<file path="src/design/emx_pkg.sv">
// Purpose: Shared constants for the memory interface configuration registers.
// Assumes: 32-bit APB data, byte offsets in an 8-bit window.
// Notes: Masks mark stored bits; every other bit reads as zero.
package emx_pkg;
    localparam logic [7:0]  SPACE0_OFS   = 8'h08;
    localparam logic [7:0]  SPACE1_OFS   = 8'h04;
    localparam logic [7:0]  SPACE2_OFS   = 8'h10;
    localparam logic [7:0]  SPACE3_OFS   = 8'h14;
    localparam logic [7:0]  SDRAM_CONTROL_OFS    = 8'h18;
    localparam logic [7:0]  RTIM_OFS     = 8'h1C;
    localparam logic [2:0]  SEL_SDRAM_CONTROL    = 3'h4;
    localparam logic [2:0]  SEL_RTIM     = 3'h5;
    localparam logic [2:0]  SEL_NONE     = 3'h7;
    localparam int          KIND_LSB     = 4;
    localparam int          HOLD_LSB     = 0;
    localparam int          SHAPE_LSB    = 8;
    localparam int          COLW_BIT     = 26;
    localparam int          REFRESH_ENABLE_BIT     = 25;
    localparam int          INIT_BIT     = 24;
    localparam int          RCD_LSB      = 20;
    localparam int          RP_LSB       = 16;
    localparam int          RC_LSB       = 12;
    localparam int          CNT_LSB      = 12;
    localparam logic [31:0] SPACE_WMASK  = 32'hFFFF3F73;
    localparam logic [31:0] SPACE_RESET  = 32'hFFFF3F23;
    localparam logic [31:0] SDRAM_CONTROL_WMASK  = 32'h06FFF000;
    localparam logic [31:0] SDRAM_CONTROL_RESET  = 32'h00000000;
    localparam logic [11:0] PERIOD_RESET = 12'h5DC;
    localparam int          T_RCD        = 0;
    localparam int          T_RP         = 1;
    localparam int          T_RC         = 2;
    localparam int          T_HOLD       = 3;
    localparam int          T_AOE        = 4;
    localparam int          N_TMR        = 5;
    typedef enum logic [2:0] {
        async_byte_type      = 3'h0,
        async_half_type      = 3'h1,
        async_word_type      = 3'h2,
        sync_dram_word_type  = 3'h3,
        burst_sram_word_type = 3'h4
    } emx_kind_type;
endpackage : emx_pkg

</file>
<file path="src/design/emx_cfg_regs.sv">
// Purpose: Configuration, SDRAM timing and refresh timer registers over APB.
// Assumes: One 50 MHz clock; the memory sequencer reports its commands.
// Notes: Memory-interface cycles are the half-rate clock enable.
`timescale 1ns/1ns
`default_nettype none
module emx_cfg_regs import emx_pkg::*; (
    input  wire logic        ref_clk_i,
    input  wire logic        rst_b_i,
    input  wire logic        psel_i,
    input  wire logic        penable_i,
    input  wire logic        pwrite_i,
    input  wire logic [7:0]  paddr_i,
    input  wire logic [31:0] pwdata_i,
    output logic             pready_o,
    output logic [31:0]      prdata_o,
    output logic             pslverr_o,
    input  wire logic        act_cmd_i,
    input  wire logic        pre_cmd_i,
    input  wire logic        ref_cmd_i,
    input  wire logic        read_rise_i,
    input  wire logic [1:0]  read_space_i,
    input  wire logic        refresh_ack_i,
    output logic             half_rate_clock_out_o,
    output logic [11:0]      memory_kind_select_o,
    output logic [95:0]      space_shape_o,
    output logic             column_width_select_o,
    output logic             refresh_enable_o,
    output logic [3:0]       sdram_init_o,
    output logic             refresh_event_o,
    output logic             bus_request_out_o,
    output logic             column_wait_o,
    output logic             precharge_wait_o,
    output logic             row_cycle_wait_o,
    output logic             read_hold_o,
    output logic             async_output_enable_hold_o
);
    logic [31:0] space_q [4];
    logic [31:0] sdram_control_q;
    logic [11:0] period_q;
    logic [11:0] cnt_q;
    logic        tick_q;
    logic [2:0]  sel_q;
    logic [31:0] rdata_d;
    logic [2:0]  sel_d;
    logic        wr_en;
    logic        expire;
    logic [4:0]  tmr_load [N_TMR];
    logic        tmr_start [N_TMR];
    logic        tmr_busy [N_TMR];
    logic [31:0] hold_reg;

    function automatic logic [2:0] dec_addr(input logic [7:0] a);
        logic [2:0] s;
        s = SEL_NONE;
        if (a == SPACE0_OFS) begin
            s = 3'h0;
        end else if (a == SPACE1_OFS) begin
            s = 3'h1;
        end else if (a == SPACE2_OFS) begin
            s = 3'h2;
        end else if (a == SPACE3_OFS) begin
            s = 3'h3;
        end else if (a == SDRAM_CONTROL_OFS) begin
            s = SEL_SDRAM_CONTROL;
        end else if (a == RTIM_OFS) begin
            s = SEL_RTIM;
        end
        return s;
    endfunction : dec_addr

    function automatic logic is_async(input logic [31:0] r);
        return r[KIND_LSB+:3] <= 3'(async_word_type);
    endfunction : is_async

    function automatic logic is_sdram(input logic [31:0] r);
        return r[KIND_LSB+:3] == 3'(sync_dram_word_type);
    endfunction : is_sdram

    // APB: decoded in the setup cycle, answered with one wait-free access.
    assign sel_d = dec_addr(paddr_i);
    assign wr_en = psel_i && penable_i && pready_o && pwrite_i;

    always_comb begin
        rdata_d = 32'h0;
        if (sel_d <= 3'h3) begin
            rdata_d = space_q[sel_d[1:0]] & SPACE_WMASK;
        end else if (sel_d == SEL_SDRAM_CONTROL) begin
            // The init bit is write-only and reads as zero.
            rdata_d = sdram_control_q & SDRAM_CONTROL_WMASK;
        end else if (sel_d == SEL_RTIM) begin
            rdata_d = {8'h0, cnt_q, period_q};
        end
    end

    always_ff @(posedge ref_clk_i) begin
        if (!rst_b_i) begin
            pready_o  <= 1'b0;
            prdata_o  <= 32'h0;
            pslverr_o <= 1'b0;
            sel_q     <= SEL_NONE;
        end else begin
            pready_o <= psel_i && !penable_i;
            if (psel_i && !penable_i) begin
                prdata_o  <= pwrite_i ? 32'h0 : rdata_d;
                pslverr_o <= (sel_d == SEL_NONE);
                sel_q     <= sel_d;
            end
        end
    end

    genvar gi;
    generate
        for (gi = 0; gi < 4; gi++) begin : g_space
            always_ff @(posedge ref_clk_i) begin
                if (!rst_b_i) begin
                    space_q[gi] <= SPACE_RESET;
                end else if (wr_en && sel_q == 3'(gi)) begin
                    space_q[gi] <= pwdata_i & SPACE_WMASK;
                end
            end
            always_ff @(posedge ref_clk_i) begin
                if (!rst_b_i) begin
                    memory_kind_select_o[gi*3+:3]  <= SPACE_RESET[KIND_LSB+:3];
                    space_shape_o[gi*24+:24]       <= 24'h0;
                end else begin
                    memory_kind_select_o[gi*3+:3] <= space_q[gi][KIND_LSB+:3];
                    // Synchronous spaces ignore the strobe shaping fields.
                    space_shape_o[gi*24+:24] <= is_async(space_q[gi]) ?
                                                space_q[gi][31:SHAPE_LSB] : 24'h0;
                end
            end
        end
    endgenerate

    always_ff @(posedge ref_clk_i) begin
        if (!rst_b_i) begin
            sdram_control_q  <= SDRAM_CONTROL_RESET;
            period_q <= PERIOD_RESET;
        end else if (wr_en && sel_q == SEL_SDRAM_CONTROL) begin
            sdram_control_q <= pwdata_i & SDRAM_CONTROL_WMASK;
        end else if (wr_en && sel_q == SEL_RTIM) begin
            period_q <= pwdata_i[11:0];
        end
    end

    always_ff @(posedge ref_clk_i) begin
        if (!rst_b_i) begin
            column_width_select_o <= 1'b0;
            refresh_enable_o      <= 1'b0;
        end else begin
            column_width_select_o <= sdram_control_q[COLW_BIT];
            refresh_enable_o      <= sdram_control_q[REFRESH_ENABLE_BIT];
        end
    end

    // Init pulse goes to every space whose kind is SDRAM.
    always_ff @(posedge ref_clk_i) begin
        if (!rst_b_i) begin
            sdram_init_o <= 4'h0;
        end else if (wr_en && sel_q == SEL_SDRAM_CONTROL && pwdata_i[INIT_BIT]) begin
            sdram_init_o <= {is_sdram(space_q[3]), is_sdram(space_q[2]),
                             is_sdram(space_q[1]), is_sdram(space_q[0])};
        end else begin
            sdram_init_o <= 4'h0;
        end
    end

    // The half-rate output defines one memory-interface cycle.
    always_ff @(posedge ref_clk_i) begin
        if (!rst_b_i) begin
            half_rate_clock_out_o <= 1'b0;
            tick_q                <= 1'b0;
        end else begin
            half_rate_clock_out_o <= !half_rate_clock_out_o;
            tick_q                <= !half_rate_clock_out_o;
        end
    end

    assign expire = tick_q && (cnt_q == 12'h0);

    // The timer runs regardless of refresh enable so it can serve as a
    // general periodic timer.
    always_ff @(posedge ref_clk_i) begin
        if (!rst_b_i) begin
            cnt_q <= PERIOD_RESET;
        end else if (expire) begin
            cnt_q <= period_q;
        end else if (tick_q) begin
            cnt_q <= cnt_q - 12'h1;
        end
    end

    always_ff @(posedge ref_clk_i) begin
        if (!rst_b_i) begin
            refresh_event_o <= 1'b0;
        end else begin
            refresh_event_o <= expire;
        end
    end

    // A new expiry with refresh enabled wins over an acknowledge in the same cycle.
    always_ff @(posedge ref_clk_i) begin
        if (!rst_b_i) begin
            bus_request_out_o <= 1'b0;
        end else if (expire && sdram_control_q[REFRESH_ENABLE_BIT]) begin
            bus_request_out_o <= 1'b1;
        end else if (refresh_ack_i) begin
            bus_request_out_o <= 1'b0;
        end
    end

    // Timing guards. A command issued mid-cycle may lose up to half a
    // memory-interface cycle; the sequencer should issue on memory edges.
    assign hold_reg = space_q[read_space_i];

    always_comb begin
        tmr_load[T_RCD]   = 5'(sdram_control_q[RCD_LSB+:4]) + 5'h1;
        tmr_load[T_RP]    = 5'(sdram_control_q[RP_LSB+:4]) + 5'h1;
        tmr_load[T_RC]    = 5'(sdram_control_q[RC_LSB+:4]) + 5'h1;
        tmr_load[T_HOLD]  = 5'(hold_reg[HOLD_LSB+:2]);
        tmr_load[T_AOE]   = is_async(hold_reg) ? 5'(hold_reg[HOLD_LSB+:2]) : 5'h0;
        tmr_start[T_RCD]  = act_cmd_i;
        tmr_start[T_RP]   = pre_cmd_i;
        tmr_start[T_RC]   = act_cmd_i || ref_cmd_i;
        tmr_start[T_HOLD] = read_rise_i;
        tmr_start[T_AOE]  = read_rise_i;
    end

    generate
        for (gi = 0; gi < N_TMR; gi++) begin : g_tmr
            emx_gap_timer u_tmr (
                .ref_clk_i (ref_clk_i),
                .rst_b_i   (rst_b_i),
                .tick_i    (tick_q),
                .start_i   (tmr_start[gi]),
                .load_i    (tmr_load[gi]),
                .busy_o    (tmr_busy[gi])
            );
        end
    endgenerate

    assign column_wait_o              = tmr_busy[T_RCD];
    assign precharge_wait_o           = tmr_busy[T_RP];
    assign row_cycle_wait_o           = tmr_busy[T_RC];
    assign read_hold_o                = tmr_busy[T_HOLD];
    assign async_output_enable_hold_o = tmr_busy[T_AOE];

    logic [5:0] rcd_len_q;
    always_ff @(posedge ref_clk_i) begin
        if (!rst_b_i || !column_wait_o) begin
            rcd_len_q <= 6'h0;
        end else if (rcd_len_q != 6'h3F) begin
            rcd_len_q <= rcd_len_q + 6'h1;
        end
    end
endmodule : emx_cfg_regs
`default_nettype wire

</file>
<file path="src/design/emx_gap_timer.sv">
// Purpose: Counts a loaded number of memory-interface cycles.
// Assumes: tick_i is a one-cycle pulse once per memory-interface cycle.
// Notes: A load of zero leaves the timer idle.
`timescale 1ns/1ns
`default_nettype none
module emx_gap_timer import emx_pkg::*; (
    input  wire logic       ref_clk_i,
    input  wire logic       rst_b_i,
    input  wire logic       tick_i,
    input  wire logic       start_i,
    input  wire logic [4:0] load_i,
    output logic            busy_o
);
    logic [4:0] cnt_q;
    logic [4:0] cnt_d;

    always_comb begin
        cnt_d = cnt_q;
        if (start_i) begin
            cnt_d = load_i;
        end else if (tick_i && cnt_q != 5'h0) begin
            cnt_d = cnt_q - 5'h1;
        end
    end

    always_ff @(posedge ref_clk_i) begin
        if (!rst_b_i) begin
            cnt_q  <= 5'h0;
            busy_o <= 1'b0;
        end else begin
            cnt_q  <= cnt_d;
            busy_o <= (cnt_d != 5'h0);
        end
    end
endmodule : emx_gap_timer
`default_nettype wire

</file>
<file path="config.mk">
export PLATFORM = sky130hd
export DESIGN_NAME = emx_cfg_regs
export DESIGN_NICKNAME = d
export VERILOG_FILES = /design/src/design/emx_pkg.sv /design/src/design/emx_cfg_regs.sv /design/src/design/emx_gap_timer.sv
export SDC_FILE = /design/constraint.sdc
export NUM_CORES = 1
export LEC_CHECK = 0
export ABC_CLOCK_PERIOD_IN_PS = 5300
export BUFFER_PORTS_ARGS = -buffer_cell sky130_fd_sc_hd__buf_4
export CAP_MARGIN = 40
export CORE_AREA = 4 4 175 177
export CTS_CLUSTER_SIZE = 8
export DETAILED_ROUTE_END_ITERATION = 12
export DIE_AREA = 0 0 179 181
export PLACE_DENSITY = 0.65
export SLEW_MARGIN = 20
export SYNTH_ARGS = -nofsm -noshare
export SYNTH_HDL_FRONTEND = slang
export SYNTH_SLANG_ARGS = --single-unit
</file>
<file path="constraint.sdc">
create_clock -name ref_clk_i -period 5.3 [get_ports ref_clk_i]
set_input_delay 0.265 -clock ref_clk_i [delete_from_list [all_inputs] [get_ports ref_clk_i]]
set_output_delay 0.265 -clock ref_clk_i [all_outputs]
set_load 0.05 [all_outputs]
</file>
Word level (Yosys, flattened, before mapping) --
Memories as Yosys holds them, arrays and structs flattened. Cells that the tools add are included. W data, S select, Z words.
Storage, ports and cells: output and inout bits 156, flip-flop bits (word level) 222, memories kept 1, memory bits (writable) 108
Memories:
- space_q | depth 4, width 27, rd ports 6, clocked after Yosys merged registers in 0, wr ports 4, RTL line emx_cfg_regs.sv:37 | logic [31:0] space_q [4];
Operators by class: add/sub/neg operators 9, bitwise operators 5, order comparisons 6, equality and inequality tests 18, reductions and logical operators 41, muxes and demuxes 42
Operator list (count):
- $mux W27 | 5
- $mux W32 | 2
- $mux W5 | 10
- $reduce_bool A5 Y1 | 10
- $eq A8 B5 Y1 const B | 4
- $sub A5 B1 Y5 const B | 5
- $mux W12 | 2
- $mux W24 | 1
- $eq A3 B2 Y1 const B | 6
- $le A3 B2 Y1 const B | 6
- $logic_and A1 B1 Y1 | 18
- $add A4 B1 Y5 const B | 3
- $eq A3 B3 Y1 const B | 5
- $mux W1 | 15
- $logic_not A12 Y1 | 1
- $mux W3 | 4
- $reduce_and A2 Y1 | 6
- $sub A12 B1 Y12 const B | 1
- $eq A8 B3 Y1 const B | 1
- $eq A8 B4 Y1 const B | 1
- $mux W2 | 3
- $or A1 B1 Y1 | 4
- $reduce_bool A2 Y1 | 2
- $eq A3 B1 Y1 const B | 1
- other kinds (4) | 5

Longest topological paths before layout --
Gate-level depths: netlist of run 1.
word-level depth 12, depth in mapped cells 9, gate-level depth less buffers 7

Cells and area by module --
From an unflattened synthesis of run 1, not the netlist that was laid out.
Second synthesis, totals: cells, all modules 1309, area, all modules 13369.1 µm²
By module, submodules not included:
- emx_cfg_regs | instances 1, area an instance 11768.8 µm², sequential area each 6926.6 µm², cells each 1125
- emx_gap_timer at g_tmr[1].u_tmr ... | instances 4, area an instance 321.6 µm², sequential area each 120.1 µm², cells each 37
- emx_gap_timer at g_tmr[0].u_tmr | instances 1, area an instance 314.1 µm², sequential area each 120.1 µm², cells each 36

Worst setup path after synthesis of run 1 --
OpenSTA, ideal clock, no wires.
path type reg2reg, start reg pready_o, end mem space_q[2][0] in the netlist's numbering, enable pin, slack 1.623 ns, stages on the path, launching flop included 6, data arrival time 3.228 ns, period minus slack after synthesis 3.677 ns, path through dfxtp_1 > nand4_1 > nor2_1 > nand2_1 > clkbuf_1 > o21ai_0
RTL lines:
- start, declared | RTL line emx_cfg_regs.sv:14 | output logic pready_o,
- start signal, assigned | RTL line emx_cfg_regs.sv:102 | pready_o <= psel_i && !penable_i;
- end, declared | RTL line emx_cfg_regs.sv:37

==> results of run 1 <==
-- cells in the mapped netlist (all sizes together), types with 32 or more instances --
master	instances
dfxtp	214
edfxtp	108
and3	91
nand2b	91
nand2	87
nor2	72
clkbuf	63
mux2i	46
nor3	39
o21ai	35
a21oi	33
and2	32
-- cell type report --
type	instances	area (sq um)	area share [%]
Sequential cell	322	7527	46.43
Clock buffer	77	1289	7.950
Inverter	25	93.84	0.5789
Timing Repair Buffer	226	1724	10.64
Clock inverter	3	36.28	0.2238
Tap cell	390	488.0	3.010
Multi-Input combinational cell	778	5052	31.17
-- layer usage --
layer	vias to the layer above	GRT usage, %	part of all wire, %
li1	4706	-	-
met1	4789	31.94	44
met2	439	34.85	45
met3	76	3.913	8.0
met4	0	6.049	2.4
met5	-	0	0
-- power by group --
part           switching (mW)  internal, mW  leakage (nW)  total (mW)
Clock                    1.03          1.64         0.629        2.68
Sequential             0.0314          2.61          2.52        2.64
Combinational           0.384         0.183          3.15       0.568
-- flip-flops by register name, indices dropped and copies added, names as in the netlist, 3 cells and up --
name and flops:
g_tmr.u_tmr.cnt_q 25, space_shape_o 88, sel_q 3, period_q 12, cnt_q 12, space_q 108, sdram_init_o 4, g_tmr.u_tmr.busy_o 5
prdata_o 32, sdram_control_q 14, memory_kind_select_o 12
-- worst max path at each step --
stage                           to  slack, ps  depth (start not counted)
floorplan            space_q[2][0]       1620                          5
global placement      prdata_o[30]       2640                          6
detailed placement    prdata_o[30]       2580                          6
CTS                 space_q[3][22]       2630                          5
global route        space_q[3][22]       2580                          6
finish               space_q[3][9]       2780                          6
-- worst max-delay path, stage by stage, from the launching register on --
cell and delay (ps):
sky130_fd_sc_hd__dfxtp_1 330, sky130_fd_sc_hd__nand4_1 290, sky130_fd_sc_hd__nor2_1 170, sky130_fd_sc_hd__nand2_1 310, sky130_fd_sc_hd__buf_6 270, sky130_fd_sc_hd__o21ai_2 440
sky130_fd_sc_hd__buf_4 390
-- through the flow --
stage,instance area (sq um),instances
after floorplan,13030,1213
after global placement,14800,1733
after detailed placement,14820,1735
after CTS,16200,1820
after global routing,16210,1821
final,16210,1821
-- logic make-up after synthesis --
logic type	synth area share, %
AND/OR/NAND/NOR	21.19
other	0.02884
buffers and inverters	3.744
AO/OA/AOI/OAI	9.971
multiplexers	5.360
XOR/XNOR	0.9431
flip-flops	57.90
adder cells (fa/ha/maj)	0.8661
-- timing repair --
action                                 CTS  global route
setup endpoints to repair                0             0
endpoints found under the hold margin    5             0
hold buffers                             5             0
==> out/metrics.yaml, run 1 <==
outcome: "finished, final reports clean"
largest_clock_skew_in_the_final_design_ps: 11.61
clock_sink_count: 322
cp_data_arrival_time_ps: 2730
pin_count_of_the_biggest_net_entering_global_routing: 94
setup_total_negative_slack_ps: 0
ys_ff_latch: 322
power_density_mw_per_mm2: 362.9
min_from: "pwdata_i[1]"
nFillCells: 2535
die_h_um: 181
ys.flop_type: "sky130_fd_sc_hd__dfxtp_1"
route.detailed.wl_per_inst_um: 20.42
worstSetupStartpointType: "flip-flop"
first_pass_iters: 6
synth_area_per_cell_sq_um: 10.78
netlist_instances: 1206
design.portCount: 208
maxCapViolCount: 0
synthDistinctLibCells: 70
clock_tree_from_tritoncts: "yes"
cts_resized: 0
yosysWarnings: 0
first_iter_violations: 866
fp.dieW_um: 179
worstSetupEndpointType: "flip-flop"
initial_core_util_pct: 44.46
cts_setup_buffers: 0
post_drt_via_cell_ratio: 5.497
synth_edf_count: 108
hp-class: "in -> reg"
max_freq_ghz: 0.3962
detailedPlacementHpwl_mm: 25.62
most-common-layout-cells: "sky130_fd_sc_hd__buf_4, sky130_fd_sc_hd__dfxtp_1, sky130_fd_sc_hd__edfxtp_1"
period_minus_slack_ps: 2524
syn_area_sq_mm: 0.01300
report.final.setup_viol: 0
worst-slew-pin-transition_ps: 802.4
post-route-drc-count: 0
critPathRequiredTime_ps: 5500
dpl_worst_slack_ps: 2584
finalHoldWorstSlack_ps: 24.24
post_synth_main_area_contributors: "sky130_fd_sc_hd__dfxtp_1, sky130_fd_sc_hd__edfxtp_1, sky130_fd_sc_hd__and3_1"
synthArstFlopShare_pct: 0
place.gp.congestion: 0.8216
path_max_fanout: 18
ctsLongestPathBuffers: 3
holdPathEnd: "period_q[1]"
cp-startpoint: "pready_o"
final_util_pct: 55.43
cts_made_buffers: 46
synth-seq-area-share_pct: 57.90
worstReg2RegEnd: "space_q[3][9]"
most_common_cell_after_layout_fill_and_taps_aside: "sky130_fd_sc_hd__buf_4"
clk_root_buffer_cell: "sky130_fd_sc_hd__clkbuf_16"
postLayoutSetupSlackWorst_ps: 2776
timing.slew.headroom_pct: 46.01
numPortBuffers: 199
gr-usage-all-layers_pct: 22.26
count_of_vias_placed_by_the_detailed_router: 10010
initial_antenna_violation_count: 0
power.ir.vdd_worst_v: 0.0002085
wire_length_of_the_first_global_routing_pass_mm: 56.45
timing.final.hold_violations: 0
drt-total-wl_mm: 37.18
total_overflow_reported_by_the_global_router: 0
power.static_leakage_nw: 6.290
antenna_violating_nets_post_route: 0
cts-htree-levels: 2
timing.reg2reg.worst_path_depth: 6
final_layout_net_count: 1460
total_power_mw: 5.884
insertion_delay_ps: 530
design.die.area_sq_mm: 0.03240
slew_viol_final: 0
grt_pass1_vias: 9724
flow.area_growth_from_synthesis_pct: 24.68
r2r_slack_ps: 2780
core.rowCount: 63
synth_top_cell_area_share_pct: 32.95
min_path_cells: 3
criticalPathCategory: "reg -> reg"
antenna_cells: 0
drive_above_1_share_pct: 21.73
finalCritPeriodShare_pct: 47.62
design.core.area_sq_mm: 0.02924
rsz0062_at_grt: "no"
synth_largest_area_cell: "sky130_fd_sc_hd__dfxtp_1"
clock_edge_transition_at_the_registers_on_the_reported_setup_and_hold_paths_ps: 50
timing.rr.start: "pready_o"
Note: power is estimated with default switching activity, not from simulation.
==> run 2: changes to the inputs <==
- ABC_AREA: default -> 1
- ABC_CLOCK_PERIOD_IN_PS: 5300 -> 2400
- CORE_AREA: 4 4 175 177 -> 4 4 177 179
- DIE_AREA: 0 0 179 181 -> 0 0 181 183
- PLACE_DENSITY: 0.65 -> default
- clock period: 5.3 -> 2.4 ns (I/O delays scaled with it)
==> run 2 against run 1 <==
  * Worst setup slack got worse by 2300 ps
  * Clock skew rose by 8.8 ps
  * Die area rose by 2.2%
  * Wire length rose by 6.7%
  * Power rose by 120%
  * Largest power group unchanged
==> out/metrics.yaml, run 2 <==
power.static_leakage_nw: 7.971
total_area_of_multi_input_combinational_cells_sq_mm: 0.004410
detailedPlacementHpwl_mm: 27.00
wire_length_of_the_first_global_routing_pass_mm: 60.93
final_layout_net_count: 1909
route.detailed.wl_per_inst_um: 17.52
cts_resized: 0
hp-class: "in -> reg"
post_drt_via_cell_ratio: 5.000
ys.flop_type: "sky130_fd_sc_hd__dfxtp_1"
antenna_cells: 0
syn_area_sq_mm: 0.01321
yosysWarnings: 0
net_switching_power_mw: 3.189
power_density_mw_per_mm2: 763.6
largest-register: "space_q"
synthDistinctLibCells: 41
r2r_slack_ps: 520
report.final.setup_viol: 0
place.gp.congestion: 0.8787
clk_root_buffer_cell: "sky130_fd_sc_hd__clkbuf_16"
max_freq_ghz: 0.5318
ctsHoldBuffers: 36
synth_top_cell_area_share_pct: 32.44
criticalPathCategory: "reg -> reg"
timing.final.hold_violations: 0
cts-htree-levels: 2
core.rowCount: 63
nFillCells: 2757
synth-seq-area-share_pct: 57.00
die_h_um: 183
timing.slew.headroom_pct: 55.29
drt-total-wl_mm: 39.69
setup_total_negative_slack_ps: 0
finalCritPeriodShare_pct: 78.35
largest_clock_skew_in_the_final_design_ps: 20.37
netlist_instances: 1601
period_minus_slack_ps: 1880
synth_area_per_cell_sq_um: 8.249
cts_made_buffers: 46
timing.reg2reg.worst_path_depth: 5
initial_antenna_violation_count: 0
initial_core_util_pct: 44.68
largest_reg_flops: 108
first_iter_violations: 987
flow.area_growth_from_synthesis_pct: 27.40
p_int_mw: 9.658
outcome: "finished, final reports clean"
worstSetupStartpointType: "flip-flop"
drive_above_1_share_pct: 16.53
design.die.area_sq_mm: 0.03312
final_util_pct: 56.92
first_pass_iters: 9
count_of_vias_placed_by_the_detailed_router: 11320
gr-usage-all-layers_pct: 23.23
rsz0062_at_grt: "no"
antenna_violating_nets_post_route: 0
numPortBuffers: 199
worstReg2RegEnd: "period_q[8]"
most-common-layout-cells: "sky130_fd_sc_hd__nand2_1, sky130_fd_sc_hd__inv_1, sky130_fd_sc_hd__buf_4"
maxCapViolCount: 0
fp.dieW_um: 181
post_synth_main_area_contributors: "sky130_fd_sc_hd__dfxtp_1, sky130_fd_sc_hd__edfxtp_1, sky130_fd_sc_hd__nand2_1"
cp-startpoint: "pready_o"
comb_pwr_share_pct: 9.2
power.ir.vdd_worst_v: 0.0005845
reg.largest.list: "space_q x108, space_shape_o x88, prdata_o x32"
design.core.area_sq_mm: 0.02956
worst-slew-pin-transition_ps: 669.1
pin_count_of_the_biggest_net_entering_global_routing: 60
crit_end: "period_q[8]"
slew_viol_final: 0
grt_pass1_vias: 11060
total_overflow_reported_by_the_global_router: 0
clock_edge_transition_at_the_registers_on_the_reported_setup_and_hold_paths_ps: 50
path_max_fanout: 15
synth_edf_count: 108
clock_sink_count: 322
design.portCount: 208
critPathRequiredTime_ps: 2820
clock_power_share_pct: 45.4
cp_data_arrival_time_ps: 2300
synth_largest_area_cell: "sky130_fd_sc_hd__dfxtp_1"
clock_tree_from_tritoncts: "yes"
swShare_pct: 24.82
synthArstFlopShare_pct: 0
most_common_cell_after_layout_fill_and_taps_aside: "sky130_fd_sc_hd__nand2_1"
post-route-drc-count: 0
worstSetupEndpointType: "flip-flop"
timing.rr.start: "pready_o"
share_seq_of_total_power_pct: 45.3
cts_setup_buffers: 0
layout.area.seq_sq_mm: 0.007527
ctsLongestPathBuffers: 3
insertion_delay_ps: 550
yosysMostFrequentCell: "sky130_fd_sc_hd__nand2_1"
ys_ff_latch: 322
leading_cell_types_by_count_after_synthesis: "sky130_fd_sc_hd__nand2_1, sky130_fd_sc_hd__inv_1, sky130_fd_sc_hd__dfxtp_1"
run 2: power by group through the flow:
stage | sequential, mW | clock, mW | combinational, mW
after floorplan | 6.23 | 0 | 0.421
after global placement | 5.93 | 0 | 1.13
after detailed placement | 5.93 | 0 | 1.14
after CTS | 5.82 | 5.93 | 1.19
after global routing | 5.83 | 6.18 | 1.28
final | 5.82 | 5.84 | 1.19
run 2: worst min-delay path by stage:
stage	start	to	slack [ps]	depth (start not counted)
3_5_place_dp	refresh_ack_i	bus_request_out_o	340	2
4_1_cts	ref_cmd_i	g_tmr[2].u_tmr.cnt_q[3]	2	4
2_1_floorplan	refresh_ack_i	bus_request_out_o	230	1
6_report	ref_cmd_i	g_tmr[2].u_tmr.cnt_q[3]	9	4
3_3_place_gp	refresh_ack_i	bus_request_out_o	340	2
5_1_grt	penable_i	prdata_o[14]	30	5
run 2: kinds of logic after synthesis:
family,synth area share [%]
buf+inv,9.882
xor+xnor,0.7296
flops,57.00
compound gates,8.773
simple gates,22.74
fa+ha+maj,0.8527
other cells,0.02840
run 2: critical path, stage by stage (launching register included):
cell	delay, ps
sky130_fd_sc_hd__dfxtp_1	320
sky130_fd_sc_hd__nand4_1	250
sky130_fd_sc_hd__nor3_2	240
sky130_fd_sc_hd__buf_4	260
sky130_fd_sc_hd__o211ai_1	110
sky130_fd_sc_hd__dlygate4sd3_1	580
run 2: area by class of cell:
type / instances / share of cell area [%]
Sequential cell: 322 / 44.74
Multi-Input combinational cell: 966 / 26.21
Tap cell: 390 / 2.900
Clock inverter: 3 / 0.2528
Timing Repair Buffer: 268 / 13.03
Inverter: 244 / 5.444
Clock buffer: 72 / 7.422
run 2: metrics by stage:
| stage | worst slack (ps) | std cells | total power [mW] | hold WS (ps) | instance area [sq um] |
|---|---|---|---|---|---|
| floorplan | 314.0 | 1608 | 6.655 | 233.8 | 13230 |
| global placement | 341.6 | 2152 | 7.056 | 340.0 | 15130 |
| detailed placement | 347.6 | 2154 | 7.070 | 337.1 | 15170 |
| CTS | 535.9 | 2265 | 12.94 | 1.595 | 16820 |
| global route | 283.7 | 2265 | 13.29 | 29.74 | 16820 |
| finish | 519.6 | 2265 | 12.85 | 9.253 | 16820 |
run 2: per-layer routing:
layer / global-route usage (%) / wire length (um) / vias to the layer above
met5: 0 / 0 / -
met3: 4.344 / 2835 / 64
met1: 30.64 / 17070 / 5290
met2: 39.33 / 18730 / 421
li1: - / - / 5549
met4: 6.935 / 1047 / 0
==> run 3: changes to the inputs <==
- ABC_CLOCK_PERIOD_IN_PS: 2400 -> 1600
- PLACE_DENSITY: default -> 0.67
- clock period: 2.4 -> 1.6 ns (I/O delays scaled with it)
==> run 3 against run 2 <==
  * Critical path depth increased by 7
  * Sequential power increased by 50%
  * Die area unchanged
  * Global-route usage increased by 0.31 points
  * Combinational power increased by 70%
  * Hold slack improved by 34 ps
  * Maximum frequency increased by 20%
  * Critical path type unchanged
  * Utilization increased by 3.5 points
  * Clock power increased by 52%
  * Cell count increased by 3.2%
==> out/metrics.yaml, run 3 (synthesized netlist as in run 2, its figures left out) <==
numPortBuffers: 199
period_minus_slack_ps: 1564
gr-usage-all-layers_pct: 23.53
grt_pass1_vias: 11600
design.portCount: 208
power.ir.vdd_worst_v: 0.0007018
antenna_cells: 0
net_switching_power_mw: 4.991
core.rowCount: 63
detailedPlacementHpwl_mm: 27.76
worstSetupEndpointType: "flip-flop"
placedInstanceArea_sq_mm: 0.01578
total_overflow_reported_by_the_global_router: 0
post_drt_via_cell_ratio: 5.030
largest-register: "space_q"
max_freq_ghz: 0.6393
rsz0062_at_grt: "yes"
maxCapViolCount: 0
hp-class: "in -> reg"
flow.area_growth_from_synthesis_pct: 35.25
path_max_fanout: 5
dp_cells: 2205
most-common-layout-cells: "sky130_fd_sc_hd__nand2_1, sky130_fd_sc_hd__buf_4, sky130_fd_sc_hd__inv_1"
count_of_vias_placed_by_the_detailed_router: 11760
total_power_mw: 19.67
clock_power_share_pct: 45.3
setup_total_negative_slack_ps: 0
cts-htree-levels: 2
nFillCells: 2570
largest_clock_skew_in_the_final_design_ps: 20.99
dpl_worst_slack_ps: -95.55
most_common_cell_after_layout_fill_and_taps_aside: "sky130_fd_sc_hd__nand2_1"
finalHoldWorstSlack_ps: 42.99
reg.largest.list: "space_q x108, space_shape_o x88, prdata_o x32"
worstSetupStartpointType: "flip-flop"
cts_made_buffers: 46
post-route-cell-area_sq_mm: 0.01786
drive_above_1_share_pct: 23.15
postLayoutSetupSlackWorst_ps: 35.72
fp.dieW_um: 181
first_pass_iters: 5
slew_viol_final: 0
cp_data_arrival_time_ps: 2010
clock_tree_from_tritoncts: "yes"
stdcell_count: 2338
largest_reg_flops: 108
initial_core_util_pct: 44.68
pin_count_of_the_biggest_net_entering_global_routing: 57
initial_antenna_violation_count: 0
share_seq_of_total_power_pct: 44.5
design.die.area_sq_mm: 0.03312
swShare_pct: 25.37
timing.final.hold_violations: 0
final_layout_net_count: 1981
report.final.setup_viol: 0
criticalPathCategory: "reg -> reg"
power_density_mw_per_mm2: 1101
p_int_mw: 14.68
clk_root_buffer_cell: "sky130_fd_sc_hd__clkbuf_16"
post-route-drc-count: 0
power.static_leakage_nw: 8.425
finalCritPeriodShare_pct: 97.77
critPathRequiredTime_ps: 2040
insertion_delay_ps: 560
route.detailed.wl_per_inst_um: 17.16
antenna_violating_nets_post_route: 0
die_h_um: 183
clock_sink_count: 322
first_iter_violations: 905
drt-total-wl_mm: 40.12
outcome: "finished, final reports clean"
clock_edge_transition_at_the_registers_on_the_reported_setup_and_hold_paths_ps: 50
comb_pwr_share_pct: 10.3
design.core.area_sq_mm: 0.02956
ctsLongestPathBuffers: 3
place.gp.congestion: 0.8908
final_util_pct: 60.43
wire_length_of_the_first_global_routing_pass_mm: 62.32
-- run 3: final cells by class --
cell class | instances | area, sq um | area share (%)
clock inverter | 4 | 65.06 | 0.3642
clock buffer | 72 | 1249 | 6.991
timing repair buffer | 340 | 2973 | 16.64
sequential | 322 | 7547 | 42.25
inverter | 244 | 915.9 | 5.127
multi-input combinational | 966 | 4624 | 25.89
tap | 390 | 488.0 | 2.732
-- run 3: repair_timing --
action / in CTS / in global routing
gates resized for setup: 13 / 79
hold endpoints to repair: 160 / 0
hold buffers: 39 / 0
pin swaps: 1 / 36
buffers inserted: 0 / 18
setup endpoints to repair: 5 / 143
-- run 3: worst max-delay path: stages (launching register included) --
cell,delay (ps)
sky130_fd_sc_hd__dfxtp_2,320
sky130_fd_sc_hd__inv_2,70
sky130_fd_sc_hd__ha_4,130
sky130_fd_sc_hd__inv_2,30
sky130_fd_sc_hd__nor3_2,180
sky130_fd_sc_hd__nand2_1,90
sky130_fd_sc_hd__nand2_2,110
sky130_fd_sc_hd__buf_4,130
sky130_fd_sc_hd__nor2_1,30
sky130_fd_sc_hd__o21bai_1,150
sky130_fd_sc_hd__nand3_1,100
sky130_fd_sc_hd__nand2_1,70
sky130_fd_sc_hd__nand2_1,40
-- run 3: power groups by stage --
stage	Combinational (mW)	Sequential [mW]	Clock, mW
floorplan	0.634	9.35	0
global placement	1.77	8.89	0
detailed placement	1.80	8.90	0
CTS	1.89	8.74	9.01
global route	2.16	8.76	9.37
finish	2.02	8.75	8.90
-- run 3: final timing paths --
| check | from | slack (ps) | end | depth (start not counted) |
|---|---|---|---|---|
| worst max-delay path | g_tmr[2].u_tmr.cnt_q[0] | 40 | g_tmr[2].u_tmr.busy_o | 12 |
| worst min-delay path | penable_i | 40 | prdata_o[14] | 5 |
| worst max register to register | g_tmr[2].u_tmr.cnt_q[0] | 40 | g_tmr[2].u_tmr.busy_o | 12 |
| worst min register to register | prdata_o[18] | 460 | prdata_o[18] | 2 |
-- run 3: layer usage --
layer	vias to the layer above	routed length, um	share of wire (%)	GRT usage [%]
li1	5697	-	-	-
met1	5448	16170	40	29.61
met2	500	19310	48	40.37
met3	114	2854	7.1	3.828
met4	0	1785	4.4	10.24
met5	-	0	0	0
